**config.mk**
```make
export PLATFORM = sky130hd
export DESIGN_NAME = tcc_timer
export DESIGN_NICKNAME = d
export VERILOG_FILES = /design/src/tcc_pkg.sv /design/src/tcc_edge_sync.sv /design/src/tcc_timer.sv
export SDC_FILE = /design/constraint.sdc
export NUM_CORES = 1
export LEC_CHECK = 0
export BUFFER_PORTS_ARGS = -buffer_cell sky130_fd_sc_hd__buf_2
export CELL_PAD_IN_SITES_DETAIL_PLACEMENT = 1
export CELL_PAD_IN_SITES_GLOBAL_PLACEMENT = 1
export CORE_MARGIN = 1.5
export CORE_UTILIZATION = 48
export CTS_BUF_LIST = sky130_fd_sc_hd__clkbuf_4 sky130_fd_sc_hd__clkbuf_8
export CTS_CLUSTER_SIZE = 28
export DETAILED_ROUTE_END_ITERATION = 12
export PLACE_DENSITY = 0.85
export SLEW_MARGIN = 10
export SYNTH_ARGS = -nofsm -noshare
export SYNTH_HDL_FRONTEND = slang
export SYNTH_SLANG_ARGS = --single-unit
```
**constraint.sdc**
```tcl
create_clock -name clk -period 3.9 [get_ports clk]
set_input_delay 0.195 -clock clk [delete_from_list [all_inputs] [get_ports clk]]
set_output_delay 0.195 -clock clk [all_outputs]
set_load 0.1 [all_outputs]
```
**src/tcc_pkg.sv**
```systemverilog
// Behaviour
// - Source 000/001 ext rise/fall; 100/101/110/111 fxx/1024, /64, /16, /1.
// - The count register is eight bits, read-only, and resets to zero.
// - The count advances by one on every event of the selected clock source.
// - A match after an advance sets the request flag and raises a request.
// - After a match the count returns to zero and keeps counting on its own.
// - The reference register is eight bits, write-only, reset to all ones.
// - Matches recur every reference plus one periods of the count clock.
// - Every match inverts the output latch.
// - Restart while enabled clears latch, count and flag; counting resumes.
// - The restart bit clears itself once counting resumes.
// - While disabled the output latch keeps its state and stays readable.
// - Enable low stops counting and keeps the count; enable high counts.
// - Bit-wide output enable gates the latch onto the pin; resets to zero.
// - The latch always feeds the serial clock selector, whatever the enable.
// - Mode bits 7, 1 and 0 read as zero; reset clears the mode register.
package tcc_pkg;

  // ----------------------------------------------------------------
  // Register map (nibble addresses)
  // ----------------------------------------------------------------
  localparam logic [11:0] MODE_LO_ADDR = 12'h0f90;
  localparam logic [11:0] MODE_HI_ADDR = 12'h0f91;
  localparam logic [11:0] OUT_EN_ADDR = 12'h0f92;
  localparam logic [11:0] LATCH_ADDR = 12'h0f93;
  localparam logic [11:0] COUNT_LO_ADDR = 12'h0f94;
  localparam logic [11:0] COUNT_HI_ADDR = 12'h0f95;
  localparam logic [11:0] REF_LO_ADDR = 12'h0f96;

  // ----------------------------------------------------------------
  // Field positions
  // ----------------------------------------------------------------
  localparam int RESTART_POS = 3;
  localparam int ENABLE_POS = 2;
  localparam int OUT_EN_POS = 2;
  localparam int NEIGH_EN_POS = 1;

  // ----------------------------------------------------------------
  // Reset values
  // ----------------------------------------------------------------
  localparam logic [7:0] COUNT_RESET = 8'h00;
  localparam logic [7:0] REF_RESET = 8'hff;

  // ----------------------------------------------------------------
  // Prescaler taps (all ones in the low bits marks one period)
  // ----------------------------------------------------------------
  localparam int PSC_W = 10;
  localparam logic [9:0] DIV1024_MASK = 10'h03ff;
  localparam logic [9:0] DIV64_MASK = 10'h003f;
  localparam logic [9:0] DIV16_MASK = 10'h000f;

  typedef enum logic [2:0] {
    SRC_EXT_RISE = 3'b000,
    SRC_EXT_FALL = 3'b001,
    SRC_DIV1024 = 3'b100,
    SRC_DIV64 = 3'b101,
    SRC_DIV16 = 3'b110,
    SRC_DIV1 = 3'b111
  } tcc_src_e;

  typedef struct packed {
    logic restart;
    logic enable;
    logic [2:0] src;
  } tcc_mode_s;

endpackage : tcc_pkg

```
**src/tcc_edge_sync.sv**
```systemverilog
`timescale 1ns/1ps
module tcc_edge_sync (
  input wire logic clk,       // System clock
  input wire logic sys_rst,   // Async reset, active high
  input wire logic din,       // Raw external input
  input wire logic fall_sel,  // 1 selects falling edges
  output logic pulse          // One-cycle edge pulse
);

  logic sync1;
  logic sync2;
  logic prev;

  // ----------------------------------------------------------------
  // Synchroniser and edge detection
  // ----------------------------------------------------------------
  always_ff @(posedge clk or posedge sys_rst) begin
    if (sys_rst) begin
      sync1 <= 1'b0;
      sync2 <= 1'b0;
      prev <= 1'b0;
    end else begin
      sync1 <= din;
      sync2 <= sync1;
      prev <= sync2;
    end
  end

  always_ff @(posedge clk or posedge sys_rst) begin
    if (sys_rst) begin
      pulse <= 1'b0;
    end else if (fall_sel) begin
      pulse <= prev & ~sync2;
    end else begin
      pulse <= sync2 & ~prev;
    end
  end

  single_pulse_a: assert property (
    @(posedge clk) disable iff (sys_rst)
    pulse |=> !pulse) else $error("edge pulse longer than one cycle");

endmodule : tcc_edge_sync

```
**src/tcc_timer.sv**
```systemverilog
`timescale 1ns/1ps
module tcc_timer (
  input wire logic clk,                     // System clock, fxx
  input wire logic sys_rst,                 // Async reset, active high
  input wire logic [11:0] mem_addr,         // Nibble address
  input wire logic [7:0] mem_wdata,         // Write data
  input wire logic mem_wr,                  // 8-bit write, even address
  input wire logic mem_bit_wr,              // 1-bit write
  input wire logic [1:0] mem_bit_pos,       // Bit index of 1-bit write
  input wire logic mem_bit_val,             // Value of 1-bit write
  input wire logic mem_rd,                  // Read strobe
  output logic [7:0] mem_rdata,             // Read data, next cycle
  input wire logic irq_flag_clear,          // Request flag clear
  input wire logic external_count_input,    // External count clock
  output logic timer_irq_flag,              // Sticky request flag
  output logic timer_irq_pulse,             // One-cycle request
  output logic timer_clock_output_pin,      // Gated latch to pin
  output logic toggle_output_latch,         // Latch to serial clock sel
  output logic clock_pin_output_enable,     // Output enable flag
  output logic neighbour_output_enable      // Neighbour enable flag
);

  tcc_pkg::tcc_mode_s mode;
  logic [7:0] timer_count_value;
  logic [7:0] timer_compare_reference;
  logic [tcc_pkg::PSC_W-1:0] psc;
  logic ext_pulse;
  logic tick;
  logic do_restart;
  logic cnt_step;
  logic match;
  logic [7:0] next_count;

  // ----------------------------------------------------------------
  // External input
  // ----------------------------------------------------------------
  tcc_edge_sync u_edge (
    .clk(clk),
    .sys_rst(sys_rst),
    .din(external_count_input),
    .fall_sel(mode.src[0]),
    .pulse(ext_pulse)
  );

  // ----------------------------------------------------------------
  // Prescaler and source select
  // ----------------------------------------------------------------
  always_ff @(posedge clk or posedge sys_rst) begin
    if (sys_rst) begin
      psc <= '0;
    end else begin
      psc <= psc + 10'h001;
    end
  end

  always_comb begin
    case (mode.src)
      tcc_pkg::SRC_EXT_RISE: tick = ext_pulse;
      tcc_pkg::SRC_EXT_FALL: tick = ext_pulse;
      tcc_pkg::SRC_DIV1024: begin
        tick = (psc & tcc_pkg::DIV1024_MASK) == tcc_pkg::DIV1024_MASK;
      end
      tcc_pkg::SRC_DIV64: begin
        tick = (psc & tcc_pkg::DIV64_MASK) == tcc_pkg::DIV64_MASK;
      end
      tcc_pkg::SRC_DIV16: begin
        tick = (psc & tcc_pkg::DIV16_MASK) == tcc_pkg::DIV16_MASK;
      end
      tcc_pkg::SRC_DIV1: tick = 1'b1;
      default: tick = 1'b0;
    endcase
  end

  // ----------------------------------------------------------------
  // Count and compare
  // ----------------------------------------------------------------
  assign do_restart = mode.restart & mode.enable;
  assign cnt_step = mode.enable & ~do_restart & tick;

  always_comb begin
    if (timer_count_value == timer_compare_reference) begin
      next_count = 8'h00;
    end else begin
      next_count = timer_count_value + 8'h01;
    end
  end

  assign match = cnt_step & (next_count == timer_compare_reference);

  always_ff @(posedge clk or posedge sys_rst) begin
    if (sys_rst) begin
      timer_count_value <= tcc_pkg::COUNT_RESET;
    end else if (do_restart) begin
      timer_count_value <= tcc_pkg::COUNT_RESET;
    end else if (cnt_step) begin
      timer_count_value <= next_count;
    end
  end

  always_ff @(posedge clk or posedge sys_rst) begin
    if (sys_rst) begin
      toggle_output_latch <= 1'b0;
    end else if (do_restart) begin
      toggle_output_latch <= 1'b0;
    end else if (match) begin
      toggle_output_latch <= ~toggle_output_latch;
    end
  end

  always_ff @(posedge clk or posedge sys_rst) begin
    if (sys_rst) begin
      timer_irq_flag <= 1'b0;
      timer_irq_pulse <= 1'b0;
    end else begin
      timer_irq_pulse <= match;
      if (match) begin
        timer_irq_flag <= 1'b1;
      end else if (do_restart || irq_flag_clear) begin
        timer_irq_flag <= 1'b0;
      end
    end
  end

  always_ff @(posedge clk or posedge sys_rst) begin
    if (sys_rst) begin
      timer_clock_output_pin <= 1'b0;
    end else begin
      timer_clock_output_pin <= clock_pin_output_enable
        & toggle_output_latch;
    end
  end

  // ----------------------------------------------------------------
  // Register writes
  // ----------------------------------------------------------------
  always_ff @(posedge clk or posedge sys_rst) begin
    if (sys_rst) begin
      mode <= '0;
    end else if (mem_wr && mem_addr == tcc_pkg::MODE_LO_ADDR) begin
      mode.restart <= mem_wdata[tcc_pkg::RESTART_POS];
      mode.enable <= mem_wdata[tcc_pkg::ENABLE_POS];
      mode.src <= mem_wdata[6:4];
    end else if (mem_bit_wr && mem_addr == tcc_pkg::MODE_LO_ADDR
                 && mem_bit_pos == 2'(tcc_pkg::RESTART_POS)) begin
      mode.restart <= mem_bit_val;
    end else if (do_restart) begin
      mode.restart <= 1'b0;
    end
  end

  always_ff @(posedge clk or posedge sys_rst) begin
    if (sys_rst) begin
      timer_compare_reference <= tcc_pkg::REF_RESET;
    end else if (mem_wr && mem_addr == tcc_pkg::REF_LO_ADDR) begin
      timer_compare_reference <= mem_wdata;
    end
  end

  always_ff @(posedge clk or posedge sys_rst) begin
    if (sys_rst) begin
      clock_pin_output_enable <= 1'b0;
      neighbour_output_enable <= 1'b0;
    end else if (mem_bit_wr && mem_addr == tcc_pkg::OUT_EN_ADDR) begin
      if (mem_bit_pos == 2'(tcc_pkg::OUT_EN_POS)) begin
        clock_pin_output_enable <= mem_bit_val;
      end else if (mem_bit_pos == 2'(tcc_pkg::NEIGH_EN_POS)) begin
        neighbour_output_enable <= mem_bit_val;
      end
    end
  end

  // ----------------------------------------------------------------
  // Register reads
  // ----------------------------------------------------------------
  function automatic logic [3:0] nib(input logic [11:0] a);
    logic [3:0] r;
    r = 4'h0;
    if (a == tcc_pkg::MODE_LO_ADDR) begin
      r = {mode.restart, mode.enable, 2'b00};
    end else if (a == tcc_pkg::MODE_HI_ADDR) begin
      r = {1'b0, mode.src};
    end else if (a == tcc_pkg::OUT_EN_ADDR) begin
      r = {1'b0, clock_pin_output_enable, neighbour_output_enable, 1'b0};
    end else if (a == tcc_pkg::LATCH_ADDR) begin
      r = {3'b000, toggle_output_latch};
    end else if (a == tcc_pkg::COUNT_LO_ADDR) begin
      r = timer_count_value[3:0];
    end else if (a == tcc_pkg::COUNT_HI_ADDR) begin
      r = timer_count_value[7:4];
    end
    return r;
  endfunction : nib

  always_ff @(posedge clk or posedge sys_rst) begin
    if (sys_rst) begin
      mem_rdata <= 8'h00;
    end else if (mem_rd) begin
      mem_rdata <= {nib(mem_addr + 12'h001), nib(mem_addr)};
    end
  end

  // ----------------------------------------------------------------
  // Checks
  // ----------------------------------------------------------------
  slow_source_tick_a: assert property (
    @(posedge clk) disable iff (sys_rst)
    (mode.src == tcc_pkg::SRC_DIV1024 && tick) |-> psc == 10'h3ff)
    else $error("fxx/1024 tick off its period");
  count_step_a: assert property (
    @(posedge clk) disable iff (sys_rst)
    (cnt_step && timer_count_value != timer_compare_reference)
    |=> timer_count_value == $past(timer_count_value) + 8'h01)
    else $error("count did not advance by one");
  match_flag_a: assert property (
    @(posedge clk) disable iff (sys_rst)
    match |=> (timer_irq_flag && timer_irq_pulse)
    ##1 (timer_irq_pulse == $past(match)))
    else $error("match did not raise request");
  match_wrap_a: assert property (
    @(posedge clk) disable iff (sys_rst)
    (cnt_step && timer_count_value == timer_compare_reference)
    |=> timer_count_value == 8'h00)
    else $error("count did not wrap to zero");
  latch_toggle_a: assert property (
    @(posedge clk) disable iff (sys_rst)
    (match && !do_restart)
    |=> toggle_output_latch != $past(toggle_output_latch))
    else $error("latch did not toggle on match");
  restart_clear_a: assert property (
    @(posedge clk) disable iff (sys_rst)
    (do_restart && !mem_wr && !mem_bit_wr) |=> (timer_count_value == 8'h00
    && !toggle_output_latch && !timer_irq_flag && !mode.restart))
    else $error("restart did not clear state");
  disabled_hold_a: assert property (
    @(posedge clk) disable iff (sys_rst)
    !mode.enable |=> $stable(timer_count_value)
    && $stable(toggle_output_latch))
    else $error("state moved while disabled");
  pin_gate_a: assert property (
    @(posedge clk) disable iff (sys_rst)
    1'b1 |=> timer_clock_output_pin
    == ($past(clock_pin_output_enable) & $past(toggle_output_latch)))
    else $error("clock pin not gated by enable");

endmodule : tcc_timer

```
# Word level (Yosys, flattened, before mapping)
# Index checks and enable logic that the tools add are counted.
# Widths: inputs -> output; s select.
[totals] wordCells=96 output_inout_bits=14 regBits=49 in_bits=30
[op_classes] n_bitwise=12 addsub=3 n_reduce_logical=14 muxes=24 n_eq_ne=26
[op_table] cell="$eq 12x12->1 const B" n=13
[op_table] cell="$mux 4" n=12
[op_table] cell="$mux 8" n=3
[op_table] cell="$eq 8x8->1" n=2
[op_table] cell="$add 12x1->12 const B" n=1
[op_table] cell="$eq 3x3->1 const B" n=4
[op_table] cell="$add 10x1->10 const B" n=1
[op_table] cell="$eq 10x10->1 const B" n=1
[op_table] cell="$add 8x1->8 const B" n=1
[op_table] cell="$mux 1" n=8
[op_table] cell="$and 1x1->1" n=7
[op_table] cell="$eq 6x6->1 const B" n=1
[op_table] cell="$reduce_bool 2->1" n=3
[op_table] cell="$logic_and 1x1->1" n=5
[op_table] cell="$not 1->1" n=5
[op_table] cell="$pmux 1 s5" n=1
[op_table] cell="$eq 2x2->1 const B" n=2
[op_table] cell="$eq 4x4->1 const B" n=1
[op_table] cell="$eq 3x1->1 const B" n=1
[op_table] cell="$logic_not 3->1" n=1
[op_table] cell="$reduce_and 3->1" n=1
[op_table] cell="$reduce_bool 3->1" n=1
[op_table] cell="$eq 2x1->1 const B" n=1
[op_table] cell="$reduce_and 2->1" n=1
[op_table] cell="2 further kinds" n=2

# Depth between registers and ports, before layout
# Gate-level depths: netlist of the first run.
[depth] depth_word=8 mapped_depth=9 mapped_depth_nobuf=8

# Hierarchy
# A second synthesis of the first run with hierarchy kept.
[unflattened] cells_unflattened=293 area_unflattened_um2=2902.8
[modules_own_cells] mod="tcc_timer" seq_area_each_um2=1136.1 cells_per_inst=285 area_per_inst_um2=2776.4 instances=1
[modules_own_cells] mod="tcc_edge_sync" seq_area_each_um2=100.1 cells_per_inst=8 area_per_inst_um2=126.4 instances=1

# Least setup slack after synthesis of the first run
# Ideal clock, no wire load.
[synth_path] path_type="reg-to-reg" start="register timer_compare_reference[6]" end="register timer_irq_flag" required_ps=3832 n_path_buf=1 path_stages_with_launch=9 setup_time_ps=68 arrival_ps=2152 setup_slack_ps=1681 period_less_slack_ps=2219 cell_sequence="dfstp_2 > clkbuf_1 > xor2_1 > nor4_2 > nand2_1 > or4_1 > o211ai_1 > and3_4 > a31o_1"
[synth_via] elab_chain_len=5 elab_cells_between_ends=6 classes_between="eq/ne: 2; mux: 2; bitwise: 1; reduce/logical: 1"
[synth_lines] element="start, declared" line_no="tcc_timer.sv:25" source="logic [7:0] timer_compare_reference;"
[synth_lines] element="start signal, assigned" line_no="tcc_timer.sv:153" source="timer_compare_reference <= tcc_pkg::REF_RESET;"
[synth_lines] element="start signal, assigned" line_no="tcc_timer.sv:155" source="timer_compare_reference <= mem_wdata;"
[synth_lines] element="$eq 8x8->1" line_no="tcc_timer.sv:81" source="if (timer_count_value == timer_compare_reference) begin"
[synth_lines] element="$mux 8" line_no="tcc_timer.sv:81"
[synth_lines] element="$eq 8x8->1 *" line_no="tcc_timer.sv:88" source="assign match = cnt_step & (next_count == timer_compare_reference);"
[synth_lines] element="$and 1x1->1 *" line_no="tcc_timer.sv:88"
[synth_lines] element="via match" line_no="tcc_timer.sv:31" source="logic match;"
[synth_lines] element="$mux 1 / $reduce_bool 2->1 (equally long branches)"
[synth_lines] element="end signal, assigned" line_no="tcc_timer.sv:112" source="timer_irq_flag <= 1'b0;"
[synth_lines] element="end signal, assigned" line_no="tcc_timer.sv:117" source="timer_irq_flag <= 1'b1;"
[synth_lines] element="end signal, assigned" line_no="tcc_timer.sv:119" source="timer_irq_flag <= 1'b0;"
[synth_lines] element="end, declared" line_no="tcc_timer.sv:15" source="output logic timer_irq_flag,"
# The timed path passes the listed nets; every way through them passes the cells marked *.
# A chain may end at the register's enable or synchronous reset.

# Worst setup path after layout of the first run
[layout_path] start="register psc[0] (netlist name)" end="register timer_count_value[4]"
[layout_via] elab_chain_len=4 elab_cells_between_ends=6 classes_between="eq/ne: 3; mux: 1; bitwise: 1; reduce/logical: 1"
[layout_lines] element="start, declared" line_no="tcc_timer.sv:26" source="logic [tcc_pkg::PSC_W-1:0] psc;"
[layout_lines] element="start signal, assigned" line_no="tcc_timer.sv:52" source="psc <= psc + 10'h001;"
[layout_lines] element="$eq 10x10->1, or another cell as far along" line_no="tcc_timer.sv:61" source="tick = (psc & tcc_pkg::DIV1024_MASK) == tcc_pkg::DIV1024_MASK;"
[layout_lines] element="$pmux 1 s5 *" line_no="tcc_timer.sv:57" source="case (mode.src)"
[layout_lines] element="$and 1x1->1 *" line_no="tcc_timer.sv:78" source="assign cnt_step = mode.enable & ~do_restart & tick;"
[layout_lines] element="$reduce_bool 2->1 (no source line) *"
[layout_lines] element="end signal, assigned" line_no="tcc_timer.sv:92" source="timer_count_value <= tcc_pkg::COUNT_RESET;"
[layout_lines] element="end signal, assigned" line_no="tcc_timer.sv:94" source="timer_count_value <= tcc_pkg::COUNT_RESET;"
[layout_lines] element="end signal, assigned" line_no="tcc_timer.sv:96" source="timer_count_value <= next_count;"
[layout_lines] element="end, declared" line_no="tcc_timer.sv:24" source="logic [7:0] timer_count_value;"
# Every way passes the cells marked *; elsewhere a longest branch is shown, timed or not.

==> results_dict.tcl, run 1 <==
set metrics [dict create \
    core_um2 5570 \
    holdWs_ns 0.112 \
    crit_type "reg -> reg" \
    cp_max_fo 12 \
    max-slew-margin-rel_pct 29.9 \
    fmax_mhz 377 \
    ys_ff_latch 49 \
    synthMuxAreaShare_pct 7.17 \
    drt_iter0_markers 205 \
    routedWlPerCell_um 19.8 \
    diodes 0 \
    clock-root-buffer "clkbuf_8" \
    grt_start_max_net_pins 50 \
    port_buffers 43 \
    syn_avg_cell_area_um2 9.46 \
    via_per_inst 6.01 \
    finalSetupViolCount 0 \
    p_seq_share_pct 50.1 \
    wirelength_mm 8.02 \
    maxCapViolations 0 \
    initial_core_util_pct 50.4 \
    syn-cell-area_um2 2810 \
    cp-start-kind "register" \
    synth_adder_area_share_pct 0.890 \
    p_leak_uw 0.00144 \
    p_int_uw 792 \
    place.gp.congestion 0.867 \
    clkPwrFrac_pct 43.2 \
    grt_pass1_vias 2554 \
    fin_crit_sh_pct 68.0 \
    grt_overflow 0 \
    track_usage_pct 27.9 \
    ys_types 54 \
    num_rows 27 \
    ant_nets 0 \
    synthSimpleGateAreaFrac_pct 18.8 \
    clkTransAtPathRegs_ns 0.10 \
    cts_max_path_buffers 2 \
    worstPathRequired_ns 4.13 \
    synth_xor_area_share_pct 7.17 \
    fp.dieArea_um2 6320 \
    cts_htree_levels 2 \
    cts_sinks 49 \
    endpoint_kind "register" \
    dr.pass1.iters 4 \
    grt_antenna_before_repair 0 \
    synth-main-ff-cell "dfrtp_1" \
    rsz0062_at_grt "no" \
    switching_share_pct 23.0 \
    synth_edf_count 0 \
    finalHoldViolCount 0 \
    fin_nets 364 \
    finalClockSkew_ns 0.0127 \
    async_reset_ff_share_pct 100 \
    setup-tns-final_ns 0 \
    pre_cts_slack_ns 1.35 \
    synth_cells 297 \
    cts_resized 0 \
    hold_class "in -> reg" \
    drc 0 \
    vias 2433 \
    arrival_ns 2.88 \
    tightest_slew_ns 1.05 \
    worst_slack_ns 1.25 \
    p_switching_uw 236 \
    power.density_nw_per_um2 322 \
    clkLatencyLatePin_ns 0.32 \
    die_y_um 79.5 \
    die_w_um 79.5 \
    grt_pass1_wl_mm 13.3 \
    area_growth_pct 13.7 \
    synth.yosys.seq_area_share_pct 44.0 \
    drive_gt1_share_pct 25.5 \
    hpwl_mm 5.32 \
    cts_tree "built" \
    syn-num-nets 329 \
    min_period_ns 2.65 \
    final_max_slew_viol_count 0 \
    yosysWarnings 0 \
    io_pins 44 \
    combPwrFrac_pct 6.7 \
    outcome "complete, no violations" \
    synth_compound_area_share_pct 17.1 \
    synth_top_family_by_area "simple AND/OR/NAND/NOR gates" \
    vdd_ir_drop_max_uv 337 \
    cts_inserted_buffers 5 \
]
[power by group through the flow]
stage	Clock [uW]	Sequential, uW	Combinational [uW]
2_1_floorplan	0	531	32.1
3_3_place_gp	0	525	65.7
3_5_place_dp	0	525	67.3
4_1_cts	452	515	68.9
5_1_grt	469	516	76.5
6_report	444	515	69.0
[cell usage after synthesis, types with 4 or more instances]
| master | number | share of area (%) |
|---|---|---|
| a21oi_1 | 20 | 3.6 |
| and3_1 | 5 | 1.1 |
| buf_2 | 5 | 0.89 |
| clkbuf_1 | 9 | 1.2 |
| dfrtp_1 | 41 | 37 |
| dfstp_2 | 8 | 7.5 |
| inv_1 | 19 | 2.5 |
| mux2_2 | 17 | 6.8 |
| nand2_1 | 16 | 2.1 |
| nand2b_1 | 5 | 1.1 |
| nand3_1 | 13 | 2.3 |
| nand4_1 | 4 | 0.89 |
| nor2_1 | 18 | 2.4 |
| nor2b_1 | 8 | 1.8 |
| nor3_1 | 5 | 0.89 |
| o21ai_0 | 17 | 3.0 |
| o22ai_1 | 6 | 1.3 |
| xnor2_1 | 12 | 3.7 |
| xor2_1 | 11 | 3.4 |
[registers in the layout, summed over array words and instances, names as in the netlist, 5 cells and up]
signal and flops:
timer_compare_reference 8, timer_count_value 8, psc 10, mode 5, mem_rdata 8
[kinds of logic after synthesis]
kind of cell | after synthesis
compound gates | 74
xor+xnor | 23
fa+ha+maj | 2
buf+inv | 35
flops | 49
mux | 18
simple gates | 96
[per-stage QoR]
stage	area [um2]	power, uW	utilization, %	std cells
2_1_floorplan	2810	563	-	297
3_3_place_gp	3050	590	54.7	396
3_5_place_dp	3050	592	54.7	396
4_1_cts	3200	1040	57.3	405
5_1_grt	3200	1060	57.3	405
6_report	3200	1030	57.3	405
[timing repair]
action | CTS | global route
hold buffers | 1 | 0
setup buffers | 0 | 0
hold endpoints to repair | 1 | 0
[metal layers]
metal / vias up / routed length, um / share of wire (%) / GRT usage, %
met5: - / 0 / 0 / 0
met4: 0 / 134 / 1.7 / 7.89
met3: 13 / 379 / 4.7 / 5.14
met2: 63 / 4170 / 52 / 48.7
met1: 1223 / 3340 / 42 / 35.0
li1: 1134 / - / - / -
[worst paths after layout]
kind                       slack, ns          from                         end  cells past startpoint
setup / recovery                1.25        psc[0]        timer_count_value[4]                      7
hold / removal                  0.11  mem_wdata[7]  timer_compare_reference[7]                      2
max in group asynchronous       3.12       sys_rst                     mode[0]                      2
min in group asynchronous       0.13       sys_rst        timer_count_value[6]                      2
setup reg to reg                1.25        psc[0]        timer_count_value[4]                      7
hold reg to reg                 0.38  u_edge.sync1                u_edge.sync2                      0
[critical path, cell delays in order (launching register included)]
cell      delay, ns
dfrtp_1        0.41
ha_1           0.25
nand3_2        0.13
or4_1          0.58
a311o_1        0.38
nand2b_1       0.35
or3_1          0.38
o21ai_0        0.08
[cell usage in the layout, fill, tap and decap left out, drive strengths merged, types with 4 or more instances in the layout]
master  instances
a21oi          20
a31o            4
and3            6
buf            43
clkbuf          5
dfrtp          41
dfstp           8
inv            20
mux2           17
nand2          16
nand2b          5
nand3          14
nand4           4
nor2           18
nor2b           8
nor3            5
o21ai          17
o22ai           6
xnor2          12
xor2           11
[layout make-up]
type	instances	area [um2]
clock inverter	3	68.8
sequential	49	1240
fill	659	2380
tap	72	90.1
multi-input combinational	213	1440
clock buffer	5	68.8
timing repair buffer	44	225
inverter	19	71.3
Note: power is estimated with default switching activity, not from simulation.
==> inputs of run 2 (changes only) <==
Settings changed: CORE_UTILIZATION 48 to 41, PLACE_DENSITY 0.85 to 0.77.
Clock period 3.9 ns to 2.3 ns, I/O delays scaled along.
==> results_dict.tcl, run 2 (synthesis results as in run 1) <==
set metrics [dict create \
    outcome "complete, no violations" \
    largest_reg_flops 10 \
    cts_inserted_buffers 5 \
    cp_top_family "compound AO/OA/AOI/OAI gates" \
    cts_max_path_buffers 2 \
    finalSetupViolCount 0 \
    combPwrFrac_pct 7.9 \
    initial_core_util_pct 43.3 \
    endpoint_kind "register" \
    vdd_ir_drop_max_uv 500 \
    via_per_inst 5.69 \
    num_rows 29 \
    placed_area_um2 3260 \
    worstPathRequired_ns 2.55 \
    clkLatencyLatePin_ns 0.31 \
    area_growth_pct 22.4 \
    die_w_um 85.8 \
    setup-tns-final_ns 0 \
    cts_sinks 49 \
    layout_common_cells "43 x buf_2, 37 x dfrtp_1, 31 x buf_4" \
    finalNonFillerCells 442 \
    fin_nets 396 \
    p_int_uw 1140 \
    tightest_slew_ns 0.567 \
    grt_overflow 0 \
    power.density_nw_per_um2 450 \
    io_pins 44 \
    grt_pass1_vias 2626 \
    cts_htree_levels 2 \
    fin_util_pct 53.0 \
    clkTransAtPathRegs_ns 0.10 \
    fmax_mhz 450 \
    clock-root-buffer "clkbuf_8" \
    arrival_ns 2.47 \
    final_max_slew_viol_count 0 \
    crit_type "reg -> reg" \
    track_usage_pct 22.6 \
    top_register "psc" \
    grt_antenna_before_repair 0 \
    vias 2513 \
    grt_pass1_wl_mm 12.9 \
    crit_top_cell "buf_4" \
    drc 0 \
    wirelength_mm 7.77 \
    place.gp.congestion 0.910 \
    fp.dieArea_um2 7360 \
    cp-start-kind "register" \
    core_um2 6490 \
    finalClockSkew_ns 0.00861 \
    min_period_ns 2.22 \
    drt_iter0_markers 119 \
    path_buf_inv 2 \
    die_y_um 85.8 \
    design_area_um2 3440 \
    port_buffers 43 \
    fin_crit_sh_pct 96.7 \
    diodes 0 \
    p_seq_share_pct 56.4 \
    p_leak_uw 0.00159 \
    cpMaxStageDelayCell "dfrtp_2" \
    slowest_delay_ns 0.46 \
    final_common_cell "buf_2" \
    max-slew-margin-rel_pct 61.8 \
    dp.cells 429 \
    n_fill_cell 755 \
    path_cells "buf_4 -> a31oi_1 -> a211oi_1 -> a2111oi_0 -> buf_4 -> a21oi_2 -> o211ai_1 -> and3_4 -> a31o_1" \
    cts_tree "built" \
    power_uw 1550 \
    hold_class "in -> reg" \
    dr.pass1.iters 4 \
    finalHoldViolCount 0 \
    clkPwrFrac_pct 35.6 \
    rsz0062_at_grt "yes" \
    drive_gt1_share_pct 34.8 \
    p_switching_uw 409 \
    maxCapViolations 0 \
    hpwl_mm 5.96 \
    ant_nets 0 \
    cp_max_fo 4 \
    routedWlPerCell_um 17.6 \
    grt_start_max_net_pins 26 \
    switching_share_pct 26.4 \
]
run 2: cell count changes in the layout (fill, tap and decap cells not counted), sizes merged:
cell         delta
buf            +31
bufinv          -2
clkinv          +1
dlygate4sd3     +1
inv             +1
run 2: area by class of cell:
cell class                      count  area [um2]  share of cell area [%]
Clock buffer                        5        68.8                    2.00
Clock inverter                      3        28.8                   0.837
Inverter                           19        71.3                    2.07
Multi-Input combinational cell    213        1470                    42.6
Sequential cell                    49        1240                    36.1
Tap cell                           77        96.3                    2.80
Timing Repair Buffer               76         468                    13.6
run 2: per-stage QoR:
step           hold WS [ns]  setup WS (ns)
2_1_floorplan         0.146         0.0806
5_1_grt              0.0401        -0.0386
6_report             0.0392         0.0767
3_3_place_gp          0.192         0.0600
3_5_place_dp          0.209        -0.0680
4_1_cts              0.0292         0.0165
run 2: routing by layer:
layer,vias to the layer above,part of all wire [%],track usage [%]
li1,1202,-,-
met1,1262,45,29.5
met2,43,51,39.9
met3,6,3.3,3.56
met4,0,0.73,4.55
met5,-,0,0
run 2: worst paths after layout:
path                            slack, ns  depth (start not counted)                  from                         end
worst min register to register       0.36                          0          u_edge.sync1                u_edge.sync2
worst min-delay path                 0.04                          2          mem_wdata[0]  timer_compare_reference[0]
worst max register to register       0.08                          9  timer_count_value[0]              timer_irq_flag
max in group asynchronous            1.25                          4               sys_rst  timer_compare_reference[5]
min in group asynchronous            0.38                          3               sys_rst        timer_count_value[6]
worst max-delay path                 0.08                          9  timer_count_value[0]              timer_irq_flag
run 2: power groups by stage:
stage                     sequential (uW)  clock (uW)  combinational, uW
after global placement                889           0                117
after detailed placement              890           0                120
after floorplan                       901           0               54.4
final                                 873         552                123
after CTS                             874         570                123
after global routing                  874         602                136
run 2: timing repair:
action | CTS | global route
pin swaps | 4 | 8
setup buffers | 2 | 1
endpoints found under the setup margin | 8 | 9
gates resized for setup | 3 | 10
hold buffers | 2 | 0
hold endpoints to repair | 19 | 0
